--- src/rlp_defs.svh ---
// constants for the rgb led pwm and button block
`ifndef RLP_DEFS_SVH
`define RLP_DEFS_SVH
`define RLP_NUM_LEDS 2
`define RLP_NUM_CH 6
`define RLP_NUM_BTN 2
`define RLP_CNT_W 8
`define RLP_DUTY_W 8
`define RLP_ADDR_W 4
`define RLP_DUTY_MAX 8'h80
`define RLP_CNT_ZERO 8'h00
`define RLP_REG_DUTY_BASE 4'h0
`define RLP_REG_CTRL 4'h6
`define RLP_REG_BTN 4'h7
`define RLP_REG_STAT 4'h8
`define RLP_CTRL_RST 1'b0
`endif

--- src/rlp_pkg.sv ---
// types for the rgb led pwm and button block
`include "rlp_defs.svh"
package rlp_pkg;
   typedef struct packed {
      logic [`RLP_ADDR_W-1:0] addr;
      logic [31:0] wdata;
      logic wr;
      logic rd;
   } rlp_bus_req_t;
   typedef struct packed {
      logic red;
      logic green;
      logic blue;
   } rlp_rgb_t;
   typedef enum logic [1:0] {
      RLP_ST_IDLE = 2'b01,
      RLP_ST_RUN = 2'b10
   } rlp_state_t;
endpackage

--- src/rlp_top.sv ---
// rgb led pwm generator with push-button readback
`timescale 1ns/1ps
`include "rlp_defs.svh"

// Functional notes
// - two buttons, two leds, six channels
// - drive output high to light element
// - red green blue channels independent per led
// - pwm output high at most half period
// - duty settable per channel 0 to 50%
module rlp_top
   import rlp_pkg::*;
(
   input wire logic clk,
   input wire logic reset,
   input wire logic clk_en,
   input rlp_pkg::rlp_bus_req_t bus_req,
   output logic [31:0] rd_data,
   input wire logic [`RLP_NUM_BTN-1:0] btn_in,
   output rlp_pkg::rlp_rgb_t led0,
   output rlp_pkg::rlp_rgb_t led1
);
   import rlp_pkg::*;

   // clamp keeps every channel at or below half period
   function automatic logic [`RLP_DUTY_W-1:0] clamp_duty(input logic [31:0] v);
      clamp_duty = (v > 32'(`RLP_DUTY_MAX)) ? `RLP_DUTY_MAX : v[`RLP_DUTY_W-1:0];
   endfunction

   function automatic logic is_duty_addr(input logic [`RLP_ADDR_W-1:0] a, input int i);
      is_duty_addr = (a == `RLP_ADDR_W'(`RLP_REG_DUTY_BASE + i));
   endfunction

   logic [`RLP_DUTY_W-1:0] duty_q [`RLP_NUM_CH];
   logic [`RLP_DUTY_W-1:0] duty_d [`RLP_NUM_CH];
   logic en_q, en_d;
   logic [`RLP_CNT_W-1:0] cnt_q, cnt_d;
   rlp_state_t st_q, st_d;
   logic [`RLP_NUM_CH-1:0] pwm_q;
   wire logic [`RLP_NUM_CH-1:0] pwm_d; // one comparator drives each bit
   logic [`RLP_NUM_BTN-1:0] btn_q, btn_d;
   logic [31:0] rd_q, rd_d;

   // register writes and state machine next values
   always_comb begin
      for (int i = 0; i < `RLP_NUM_CH; i++) begin
         duty_d[i] = duty_q[i];
         if (bus_req.wr && is_duty_addr(bus_req.addr, i)) begin
            duty_d[i] = clamp_duty(bus_req.wdata);
         end
      end
      en_d = en_q;
      if (bus_req.wr && bus_req.addr == `RLP_REG_CTRL) begin
         en_d = bus_req.wdata[0];
      end
      st_d = st_q;
      cnt_d = cnt_q;
      case (st_q)
         RLP_ST_IDLE: begin
            cnt_d = `RLP_CNT_ZERO;
            if (en_q) begin
               st_d = RLP_ST_RUN;
            end
         end
         RLP_ST_RUN: begin
            cnt_d = cnt_q + `RLP_CNT_W'(1); // free-running 256-cycle period
            if (!en_q) begin
               st_d = RLP_ST_IDLE;
            end
         end
         default: begin
            st_d = RLP_ST_IDLE;
         end
      endcase
      // buttons taken as synchronous, high means pressed
      btn_d = btn_in;
   end

   // per-channel comparators, one per colour element
   generate
      for (genvar g = 0; g < `RLP_NUM_CH; g++) begin : g_ch
         // lit only when counter below duty, so duty 0 stays dark
         assign pwm_d[g] = (st_q == RLP_ST_RUN) && (cnt_q < duty_q[g]);
      end
   endgenerate

   // read mux, data presented one cycle after the strobe
   always_comb begin
      rd_d = 32'h0;
      if (bus_req.rd) begin
         if (bus_req.addr < `RLP_ADDR_W'(`RLP_NUM_CH)) begin
            rd_d = {24'h0, duty_q[bus_req.addr[2:0]]};
         end else if (bus_req.addr == `RLP_REG_CTRL) begin
            rd_d = {31'h0, en_q};
         end else if (bus_req.addr == `RLP_REG_BTN) begin
            rd_d = {30'h0, btn_q};
         end else if (bus_req.addr == `RLP_REG_STAT) begin
            rd_d = {24'h0, cnt_q};
         end
      end
   end

   // state registers, frozen while the clock enable is low
   always_ff @(posedge clk or posedge reset) begin
      if (reset) begin
         for (int i = 0; i < `RLP_NUM_CH; i++) begin
            duty_q[i] <= `RLP_CNT_ZERO;
         end
         en_q <= `RLP_CTRL_RST;
         cnt_q <= `RLP_CNT_ZERO;
         st_q <= RLP_ST_IDLE;
         pwm_q <= '0;
         btn_q <= '0;
         rd_q <= 32'h0;
      end else if (clk_en) begin
         duty_q <= duty_d;
         en_q <= en_d;
         cnt_q <= cnt_d;
         st_q <= st_d;
         pwm_q <= pwm_d;
         btn_q <= btn_d;
         rd_q <= rd_d;
      end
   end

   // high level lights the element through the inverting transistor
   assign led0 = rlp_rgb_t'(pwm_q[2:0]);
   assign led1 = rlp_rgb_t'(pwm_q[5:3]);
   assign rd_data = rd_q;

   // channel watched by the period checks; the clamp path is the risky one
   localparam int MON_CH = 4;

   // count high cycles of the watched channel within a period
   logic [`RLP_CNT_W:0] hi_cnt_q, hi_cnt_d;
   always_comb begin
      hi_cnt_d = hi_cnt_q;
      if (cnt_q == `RLP_CNT_ZERO) begin
         hi_cnt_d = '0;
      end else if (pwm_q[MON_CH]) begin
         hi_cnt_d = hi_cnt_q + 9'h1;
      end
   end

   // helper register only, frozen with the rest of the state
   always_ff @(posedge clk or posedge reset) begin
      if (reset) begin
         hi_cnt_q <= '0;
      end else if (clk_en) begin
         hi_cnt_q <= hi_cnt_d;
      end
   end
endmodule

--- config.mk ---
export PLATFORM = sky130hd
export DESIGN_NAME = rlp_top
export DESIGN_NICKNAME = d
export VERILOG_FILES = /design/src/rlp_pkg.sv /design/src/rlp_top.sv
export VERILOG_INCLUDE_DIRS = /design/src
export SDC_FILE = /design/constraint.sdc
export NUM_CORES = 1
export LEC_CHECK = 0
export BUFFER_PORTS_ARGS = -buffer_cell sky130_fd_sc_hd__clkbuf_2
export CAP_MARGIN = 20
export CORE_UTILIZATION = 45
export CTS_CLUSTER_DIAMETER = 120
export DETAILED_ROUTE_END_ITERATION = 7
export HOLD_SLACK_MARGIN = 0.08
export PLACE_DENSITY_LB_ADDON = 0.25
export SYNTH_ARGS = -nofsm -noshare
export SYNTH_HDL_FRONTEND = slang
export SYNTH_SLANG_ARGS = --single-unit
export TNS_END_PERCENT = 20
--- constraint.sdc ---
create_clock -name clk -period 2.2 [get_ports clk]
set_input_delay 0.11 -clock clk [delete_from_list [all_inputs] [get_ports clk]]
set_output_delay 0.11 -clock clk [all_outputs]
set_load 0.03 [all_outputs]
* Word level (Yosys, flattened, before mapping)
Index checks and enable logic that the tools add are counted.
** Operators by class
- $add $sub $neg :: 1
- Order comparisons :: 9
- Equal/unequal tests :: 12
- Multiplexer cells :: 13
- Bitwise operators :: 1
- Reductions and logical operators :: 24
** Operator list (number)
- $mux W8 :: 8
- $lt A8 B8 Y1 :: 6
- $gt A32 B8 Y1 const B :: 1
- $bmux W8 S3 :: 1
- $eq A4 B3 Y1 const B :: 4
- $pmux W8 S2 :: 1
- $reduce_and A2 Y1 :: 8
- $logic_and A1 B1 Y1 :: 13
- $add A8 B1 Y8 const B :: 1
- $eq A4 B2 Y1 const B :: 2
- $eq A4 B1 Y1 const B :: 1
- $eq A4 B4 Y1 const B :: 1
- $ge A4 B4 Y1 const B :: 1
- $logic_not A4 Y1 :: 1
- $lt A4 B3 Y1 const B :: 1
- $mux W2 :: 2
- $ne A2 B2 Y1 const B :: 2
- $not A3 Y4 :: 1
- $pmux W2 S2 :: 1
- $reduce_and A3 Y1 :: 1
- $eq A2 B1 Y1 const B :: 1
- $eq A2 B2 Y1 const B :: 1
- $reduce_bool A2 Y1 :: 1
** Word-level totals
- Flip-flop bits (word level) :: 99
- Bits of input ports :: 43
- Output and inout port bits :: 38
- Word-level logic and storage cells :: 72

* Longest topological paths before layout
Gate-level depths: netlist of the first run.
- Word-level depth :: 6
- Depth in mapped cells :: 7
- Mapped depth without buffers :: 6

* Least setup slack after synthesis of the first run
No wires, ideal clock.
- Path kind :: register to register
- From :: reg st_q[0]
- To :: reg cnt_q[6]
- Setup time :: 83 ps
- Arrival :: 1571 ps
- Required time :: 2117 ps
- Slack :: 546 ps
- Cell stages (with the launch flop) :: 7
- Path buffers :: 0
- Period minus slack after synthesis :: 1654 ps
- Cells stage by stage :: dfstp_2 -> inv_1 -> ha_1 -> and2b_1 -> nand2_1 -> or3_1 -> o21ai_0
** Between the ends
- Longest elaborated chain between the ends :: 3
- Elaborated cells between the ends (all ways) :: 5
- Classes of those cells :: eq/ne: 2; mux: 1; reduce/logical: 2
** Ends and longest elaborated chain
- start, declared :: line rlp_top.sv:38 : rlp_state_t st_q, st_d;
- start signal, assigned :: line rlp_top.sv:119 : st_q <= st_d;
- $eq A2 B2 Y1 or $eq A2 B1 Y1 (tied branches) :: line rlp_top.sv:58 : case (st_q)
- $reduce_bool A2 Y1 (no line)
- $reduce_and A2 Y1 (no line)
- end signal, assigned :: line rlp_top.sv:110 : cnt_q <= `RLP_CNT_ZERO;
- end signal, assigned :: line rlp_top.sv:118 : cnt_q <= cnt_d;
- end, declared :: line rlp_top.sv:37 : logic [`RLP_CNT_W-1:0] cnt_q, cnt_d;
Several ways; a longest one is shown, not always the timed one.
A chain may end at the register's enable or synchronous reset.

* Worst setup path after layout of the first run
- From :: reg cnt_q[6]
- To :: reg pwm_q[4]
** Between the ends
- Longest elaborated chain between the ends :: 2
** Ends and longest elaborated chain
- $lt A8 B8 Y1 :: line rlp_top.sv:83 : assign pwm_d[g] = (st_q == RLP_ST_RUN) && (cnt_q < duty_q[g]);
- $logic_and A1 B1 Y1 :: line rlp_top.sv:83
- end signal, assigned :: line rlp_top.sv:120 : pwm_q <= pwm_d;
- end, declared :: line rlp_top.sv:39 : logic [`RLP_NUM_CH-1:0] pwm_q;
Every way passes these cells.

==> flow_summary.toml, run 1 <==
[synthesis]
synth-edff-count = 0
yosys_register_bits = 75
syn_avg_cell_area_sq_um = 9.532
yosysWarnings = 0
synth_seq_area_share = 0.3833
syn_inst = 514
yosys.area.top_type = "dfrtp_1"
synth_top_area_share = 0.3779
async_reset_ff_frac = 1.000
synth.distinct_cells = 50
netlist_top_cells_area = "dfrtp_1, ha_1, buf_4, nand2_1, o22ai_1"
synth_area_sq_um = 4900
ys.flop_type = "dfrtp_1"

[grt]
antenna_found_initial = 0
grt.total_usage = 0.2372
grt_pass1_wl_mm = 20.56
grt_max_degree = 51
grt_pass1_vias = 3987
grt.overflow.total = 0

[sta]
slew_headroom = 0.6074
setup_viol = 0
finalCritPeriodShare = 0.8679
worstMarginPinSlew_ns = 0.5881
tns_ns = 0
hold_viol = 0
finClkSkew_ns = 0.01917
max_freq_mhz = 523.8
slew_viol_final = 0
whs_ns = 0.09020
rsz0062_at_grt = "false"
final.min_clock_period_ns = 1.909

[power_and_ir_drop]
cellLeakagePower_nw = 2.645
powerDensity_nw_per_um2 = 786.4
peakVddDrop_uv = 375.9
p_total_mw = 4.353

[routing]
wirelength_mm = 12.60
drc = 0
dr.pass1.iters = 5
vias = 4047
via_per_inst = 5.652
antenna_left = 0
drtIter0Drc = 212
routedWlPerCell_um = 17.59

[setup_path]
crit_path_frequent_cell = "o21ai_0"
critPathMaxStageDelay_ns = 0.62
path_max_fanout = 11
cp.arrival_ns = 2.19
slowest_stage = "dfrtp_1"
path_delay_family = "compound AO/OA/AOI/OAI gates"
crit_chain = "ha_1 > and2_1 > a2111oi_2 > o21ai_0 > o21ai_0"
cp-end-kind = "flop"
worstSetupPathType = "flop to flop"
path_buf_inv = 0
crit_required_ns = 2.49
cp-start-kind = "flop"
r2r_slack_ns = 0.29

[clocking]
clkSinkCount = 75
numCtsBuffers = 9
htree_num_levels = 3
root_buffer = "clkbuf_8"
post-cts-setup-buffers = 0
path_clk_slew_ns = 0.09
cts_resized = 0
clk_latency_ns = 0.36
clk_path_buf_depth = 2
cts_tree = "done"

[die]
die_width_um = 106.3
die-height_um = 106.3
start_util = 0.4683
coreArea_sq_um = 10460
die_area_sq_um = 11310
rows = 37
io_pins = 81

[placed_design]
dpl.hpwl_mm = 9.438
dp_cells = 693
postPlaceCellArea_sq_um = 5216
io_buffers = 56
place.gp.congestion = 0.8433

[finish]
n_antenna_cell = 0
fin_area_sq_um = 5535
stdcell_count = 716
layout.nets = 663
area_growth_pct = 12.97
drive_gt1_frac = 0.2069

[job]
cap_violations = 0

[status]
status = "finished, final reports clean"

[worst_hold_path]
hp-class = "primary input to flop"
sequential cells by signal, summed over array words and instances (netlist names):
signal and flops:
pwm_q 6, duty_q 48, btn_q 2, st_q 2
en_q 1, rd_data 8, cnt_q 8
where the power goes:
part	switching, mW	internal [mW]
clock	0.553	0.787
combinational	0.711	0.479
sequential	0.187	1.64
total	1.45	2.90
cell usage in the layout, fill, tap and decap left out, types with 7 or more instances in the layout:
master	count
dfrtp_1	74
nand2_1	59
clkbuf_2	56
inv_1	50
ha_1	45
o21ai_0	36
o22ai_1	35
nor2_1	27
conb_1	24
a21oi_1	12
mux2_2	11
a22oi_1	11
buf_4	11
clkbuf_8	10
a211oi_1	9
nand2b_1	8
nand3_1	8
mux4_2	7
dlygate4sd3_1	7
final cells by class:
cell class	count	area, sq um
fill	1009	4927
multi-input combinational	363	2594
sequential	75	1878
timing repair buffer	75	452.9
inverter	51	191.4
tap	136	170.2
clock buffer	10	137.6
clock inverter	6	111.4
worst paths after layout:
kind / start / to / depth (start not counted)
worst max register to register: cnt_q[6] / pwm_q[4] / 5
min in group asynchronous: reset / duty_q[13] / 3
worst min register to register: duty_q[15] / duty_q[15] / 1
max in group asynchronous: reset / st_q[0] / 4
worst min-delay path: bus_req[4] / duty_q[18] / 3
worst max-delay path: cnt_q[6] / pwm_q[4] / 5
logic make-up after synthesis:
| family | count (synthesis) | synth area share |
|---|---|---|
| other cells | 1 | 0.0007654 |
| flops | 75 | 0.3833 |
| mux | 22 | 0.06895 |
| fa+ha+maj | 45 | 0.1149 |
| simple gates | 139 | 0.1458 |
| compound gates | 133 | 0.1813 |
| buf+inv | 99 | 0.1050 |
metrics by stage:
step,utilization,setup slack [ns]
2_1_floorplan,-,0.1817
3_3_place_gp,0.4986,0.4406
3_5_place_dp,0.4986,0.3136
4_1_cts,0.5291,0.3131
5_1_grt,0.5291,0.1064
6_report,0.5291,0.2907
tightest hold or removal path: cells and delay by family:
kind / cells / cell delay [ns]
AO/OA/AOI/OAI: 1 / 0.06
AND/OR/NAND/NOR: 1 / 0.08
buffers and inverters: 1 / 0.15
timing repair:
item,CTS,global route
endpoints found under the hold margin,33,0
setup endpoints to repair,0,0
hold buffers,7,0
cells in the mapped netlist, types with 9 or more instances:
cell       n
buf_4     32
mux2_2    11
inv_1     51
nor2_1    27
o21ai_0   36
a21oi_1   12
dfrtp_1   74
ha_1      45
a211oi_1   9
a22oi_1   11
o22ai_1   35
nand2_1   59
layer usage:
| layer | global-route usage | wire [um] | vias to the layer above |
|---|---|---|---|
| met4 | 0.07639 | 213 | 0 |
| met2 | 0.3929 | 5964 | 160 |
| met5 | 0 | 0 | - |
| li1 | - | - | 1917 |
| met3 | 0.03679 | 677 | 17 |
| met1 | 0.3169 | 5740 | 1953 |
Power figures use the tool's default switching activity.
==> run 2, diff against run 1 <==
CELL_PAD_IN_SITES_DETAIL_PLACEMENT = 1   (was default)
CELL_PAD_IN_SITES_GLOBAL_PLACEMENT = 1   (was default)
CORE_MARGIN = 2   (was default)
CORE_UTILIZATION = 44   (was 45)
==> run 2 against run 1 <==
Against the previous run:
- global-route usage increased by 2.3 points
- critical path depth unchanged
- clock-buffer cell count grew 1
- sequential power hardly changed
- cell count rose by 0.56%
- design area fell by 0.63%
- die area up 6.1%
- combinational power grew 3%
- critical path type unchanged
- largest power group unchanged
- register-to-register slack improved by 0.02 ns
==> flow_summary.toml, run 2 (synthesized netlist as in run 1, its figures left out) <==
[routing]
antenna_left = 0
via_per_inst = 5.743
wirelength_mm = 14.42
drtIter0Drc = 200
dr.pass1.iters = 5
routedWlPerCell_um = 20.03
drc = 0
vias = 4135

[finish]
regMostFlops = "duty_q"
drive_gt1_frac = 0.2034
stdcell_count = 720
layout.nets = 663
final_common_cell = "dfrtp_1"
area_growth_pct = 12.26
final_cell_mix = "dfrtp_1, nand2_1, clkbuf_2"
largest_register_ffs = 48
n_antenna_cell = 0

[power_and_ir_drop]
peakVddDrop_uv = 294.5
p_switching_mw = 1.483
seqPwrFrac = 0.429
cell_internal_pwr_mw = 2.756
power_frac_clock = 0.281
switching_share = 0.3498
combPwrFrac = 0.290
cellLeakagePower_nw = 2.625
powerDensity_nw_per_um2 = 770.6

[sta]
worstMarginPinSlew_ns = 0.6280
tns_ns = 0
finClkSkew_ns = 0.009684
setup_viol = 0
final.min_clock_period_ns = 1.889
max_freq_mhz = 529.5
slew_viol_final = 0
finalCritPeriodShare = 0.8584
rsz0062_at_grt = "false"
hold_viol = 0
slew_headroom = 0.5809

[setup_path]
cp-start-kind = "flop"
path_max_fanout = 11
crit_required_ns = 2.49
cp-end-kind = "flop"
worstSetupPathType = "flop to flop"
cp.arrival_ns = 2.18

[die]
rows = 38
coreArea_sq_um = 10840
io_pins = 81
die_width_um = 109.5
die-height_um = 109.5
start_util = 0.4520
die_area_sq_um = 12000

[placed_design]
dp_cells = 697
dpl.hpwl_mm = 10.77
place.gp.congestion = 0.8557
io_buffers = 56

[clocking]
clkSinkCount = 75
htree_num_levels = 3
cts_resized = 0
path_clk_slew_ns = 0.08
post-cts-setup-buffers = 0
postCtsHoldBufs = 7
cts_tree = "done"
numCtsBuffers = 9
clk_latency_ns = 0.38
clk_path_buf_depth = 2
root_buffer = "clkbuf_8"

[grt]
grt.total_usage = 0.2607
grt_pass1_vias = 4415
grt_pass1_wl_mm = 23.39
grt_max_degree = 49
grt.overflow.total = 0
antenna_found_initial = 0

[status]
status = "finished, final reports clean"

[job]
cap_violations = 0

[worst_hold_path]
hp-class = "primary input to flop"
[run 2: power by group through the flow]
stage	registers [mW]	logic (mW)	clock network (mW)
after floorplan	1.86	0.832	0
after global placement	1.83	1.16	0
after detailed placement	1.84	1.21	0
after CTS	1.82	1.23	1.21
after global routing	1.85	1.36	1.27
final	1.82	1.23	1.19
[run 2: layer usage]
layer,up-vias,part of all wire,GRT usage
met1,2074,0.44,0.3413
li1,1911,-,-
met5,-,0,0
met3,17,0.055,0.04327
met4,0,0.024,0.09494
met2,133,0.49,0.4347
[run 2: metrics by stage]
step                      cell area (sq um)  utilization  power, mW  hold WS, ns  worst slack, ns
after CTS                              5500       0.5074      4.263      0.08052           0.2917
after floorplan                        4986            -      2.691       0.2442           0.1817
after global routing                   5500       0.5074      4.482      0.09361          0.08272
after detailed placement               5221       0.4816      3.054       0.1574           0.3326
after global placement                 5221       0.4816      2.985       0.1507           0.4176
final                                  5500       0.5074      4.239      0.07924           0.3114
[run 2: path summary, 6_finish.rpt]
path	from	cells past startpoint	slack, ns	endpoint
max in group asynchronous	reset	4	1.44	cnt_q[1]
worst max-delay path	cnt_q[6]	5	0.31	pwm_q[5]
min in group asynchronous	reset	4	0.32	duty_q[46]
worst max register to register	cnt_q[6]	5	0.31	pwm_q[5]
worst min-delay path	bus_req[5]	3	0.08	duty_q[19]
worst min register to register	en_q	1	0.51	st_q[0]
[run 2: area by class of cell]
| cell class | instances | area [sq um] |
|---|---|---|
| inverter | 51 | 191.4 |
| timing repair buffer | 75 | 452.9 |
| fill | 1285 | 5340 |
| tap | 140 | 175.2 |
| clock inverter | 5 | 77.57 |
| clock buffer | 11 | 131.4 |
| multi-input combinational | 363 | 2594 |
| sequential | 75 | 1878 |
[run 2: critical path, stage by stage (launching register included)]
cell and delay [ns]:
dfrtp_1 0.62, ha_1 0.32, and2_1 0.16, a2111oi_2 0.42
o21ai_0 0.13, o21ai_0 0.16
==> run 3, diff against run 2 <==
ABC_AREA = 1   (was default)
CORE_UTILIZATION = 42   (was 44)
CTS_BUF_LIST = sky130_fd_sc_hd__clkbuf_16   (was default)
==> run 3 against run 2 <==
Against the previous run:
- via count increased by 22%
- clock-buffer cell count decreased by 2
- routed wire length increased by 15%
- design area increased by 8.4%
- utilization decreased by 3.1 points
==> flow_summary.toml, run 3 <==
[synthesis]
synth-xor-area-share = 0.001634
synth_common_cells = "nand2_1, inv_1, dfrtp_1, nand4_1, ha_1"
synth_area_sq_um = 5359
yosysWarnings = 0
netlist_top_cells_area = "dfrtp_1, nand2_1, ha_1, nand4_1, inv_1"
synth_top_area_share = 0.3456
synth_most_common_cell = "nand2_1"
async_reset_ff_frac = 1.000
yosys.area_share.simple = 0.3582
synth-edff-count = 0
synth_compound_area_frac = 0.05814
syn_inst = 748
syn_avg_cell_area_sq_um = 7.164
synth_top_family_by_area = "simple AND/OR/NAND/NOR gates"
yosys.area.top_type = "dfrtp_1"
synth_fa_ha_area_frac = 0.1051
synth_seq_area_share = 0.3505
yosys_register_bits = 75
synth.distinct_cells = 34
ys.flop_type = "dfrtp_1"
synthMuxAreaShare = 0.002101

[finish]
n_antenna_cell = 0
final_common_cell = "nand2_1"
fin_area_sq_um = 5961
largest_register_ffs = 48
layout.nets = 889
regMostFlops = "duty_q"
area_growth_pct = 11.23
fillers = 1666
final_cell_mix = "nand2_1, inv_1, dfrtp_1"
drive_gt1_frac = 0.1315

[power_and_ir_drop]
cellLeakagePower_nw = 3.286
power_frac_clock = 0.358
seqPwrFrac = 0.419
peakVddDrop_uv = 258.2
p_total_mw = 3.676
combPwrFrac = 0.223
powerDensity_nw_per_um2 = 616.7
cell_internal_pwr_mw = 2.445
switching_share = 0.3349
p_switching_mw = 1.231

[grt]
grt_pass1_wl_mm = 27.07
grt_max_degree = 51
antenna_found_initial = 0
grt_pass1_vias = 5347
grt.total_usage = 0.2639
grt.overflow.total = 0

[die]
io_pins = 81
die_width_um = 117.0
coreArea_sq_um = 12520
die-height_um = 117.0
rows = 41
die_area_sq_um = 13680
start_util = 0.4281

[clocking]
htree_num_levels = 3
cts_resized = 0
root_buffer = "clkbuf_16"
path_clk_slew_ns = 0.06
numCtsBuffers = 9
clkSinkCount = 75
post-cts-setup-buffers = 0
clk_latency_ns = 0.35
clk_path_buf_depth = 2
postCtsHoldBufs = 3
cts_tree = "done"

[routing]
via_per_inst = 5.141
dr.pass1.iters = 4
wirelength_mm = 16.56
routedWlPerCell_um = 16.94
drc = 0
drtIter0Drc = 197
vias = 5028
antenna_left = 0

[sta]
worstMarginPinSlew_ns = 0.6323
max_freq_mhz = 529.5
tns_ns = 0
rsz0062_at_grt = "false"
finalCritPeriodShare = 0.8585
setup_viol = 0
final.min_clock_period_ns = 1.889
slew_viol_final = 0
slew_headroom = 0.5785
hold_viol = 0
finClkSkew_ns = 0.005913

[setup_path]
cp-end-kind = "flop"
worstSetupPathType = "flop to flop"
path_max_fanout = 12
crit_required_ns = 2.42
cp.arrival_ns = 2.11
cp-start-kind = "flop"

[placed_design]
dpl.hpwl_mm = 12.39
postPlaceCellArea_sq_um = 5677
place.gp.congestion = 0.8762
io_buffers = 56

[job]
cap_violations = 0

[status]
status = "finished, final reports clean"

[worst_hold_path]
hp-class = "primary input to flop"
## run 3: cell count changes in the layout (fill, tap and decap cells not counted), moves of 9 or more
cell	delta
inv_2	+11
clkbuf_16	+9
nand2_1	+249
inv_1	+29
a21oi_1	+22
clkbuf_8	-9
o22ai_1	-35
nand4_1	+58
o21ai_0	-25
a22oi_1	-11
mux2_2	-10
## run 3: metal layers
layer,routed length (um),track usage
met1,7038,0.3307
met2,8373,0.4455
met3,744,0.05664
met4,408,0.1043
met5,0,0
## run 3: power groups by stage
stage          logic, mW  clock network [mW]  registers [mW]
6_report           0.821                1.32            1.54
5_1_grt            0.926                1.40            1.55
4_1_cts            0.830                1.34            1.54
3_5_place_dp       0.818                   0            1.56
3_3_place_gp       0.776                   0            1.56
2_1_floorplan      0.563                   0            1.60
## run 3: worst paths after layout
check | cells after the start | to | start | slack, ns
max reg2reg | 6 | cnt_q[3] | st_q[0] | 0.31
min in group asynchronous | 3 | pwm_q[1] | reset | 0.36
min reg2reg | 2 | duty_q[39] | duty_q[39] | 0.48
min | 3 | duty_q[36] | bus_req[6] | 0.17
max in group asynchronous | 4 | duty_q[11] | reset | 1.14
max | 6 | cnt_q[3] | st_q[0] | 0.31
## run 3: per-stage QoR
stage / worst slack (ns) / hold slack [ns] / utilization / instances
6_report: 0.3114 / 0.1667 / 0.4762 / 978
5_1_grt: 0.1740 / 0.1782 / 0.4762 / 978
4_1_cts: 0.2944 / 0.1612 / 0.4762 / 978
3_5_place_dp: 0.3034 / 0.2031 / 0.4535 / 959
3_3_place_gp: 0.4056 / 0.1774 / 0.4535 / 959
2_1_floorplan: 0.1817 / 0.2266 / - / 771
## run 3: area by class of cell
class | count | area [sq um] | share of cell area
inverter | 89 | 336.6 | 0.05647
timing repair buffer | 64 | 372.9 | 0.06255
sequential | 75 | 1878 | 0.3151
clock buffer | 9 | 225.2 | 0.03778
clock inverter | 7 | 28.78 | 0.004828
multi-input combinational | 562 | 2904 | 0.4872
tap | 172 | 215.2 | 0.03610
## run 3: cells by family (layout without fill, tap and decap cells)
logic type,after synthesis,count (layout)
xor gates and xnor gates,1,1
adders and majority gates,45,45
AOI/OAI and AO/OA,56,56
DFF,75,75
muxes,1,1
other,1,24
buffers and inverters,134,169
and+or+nand+nor,435,435
## run 3: critical path, cell delays in order, from the launching register on
cell and delay [ns]:
dfstp_2 0.55, inv_1 0.04, ha_1 0.29, nor2_2 0.35
inv_1 0.11, nor2_1 0.30, nor3_1 0.11
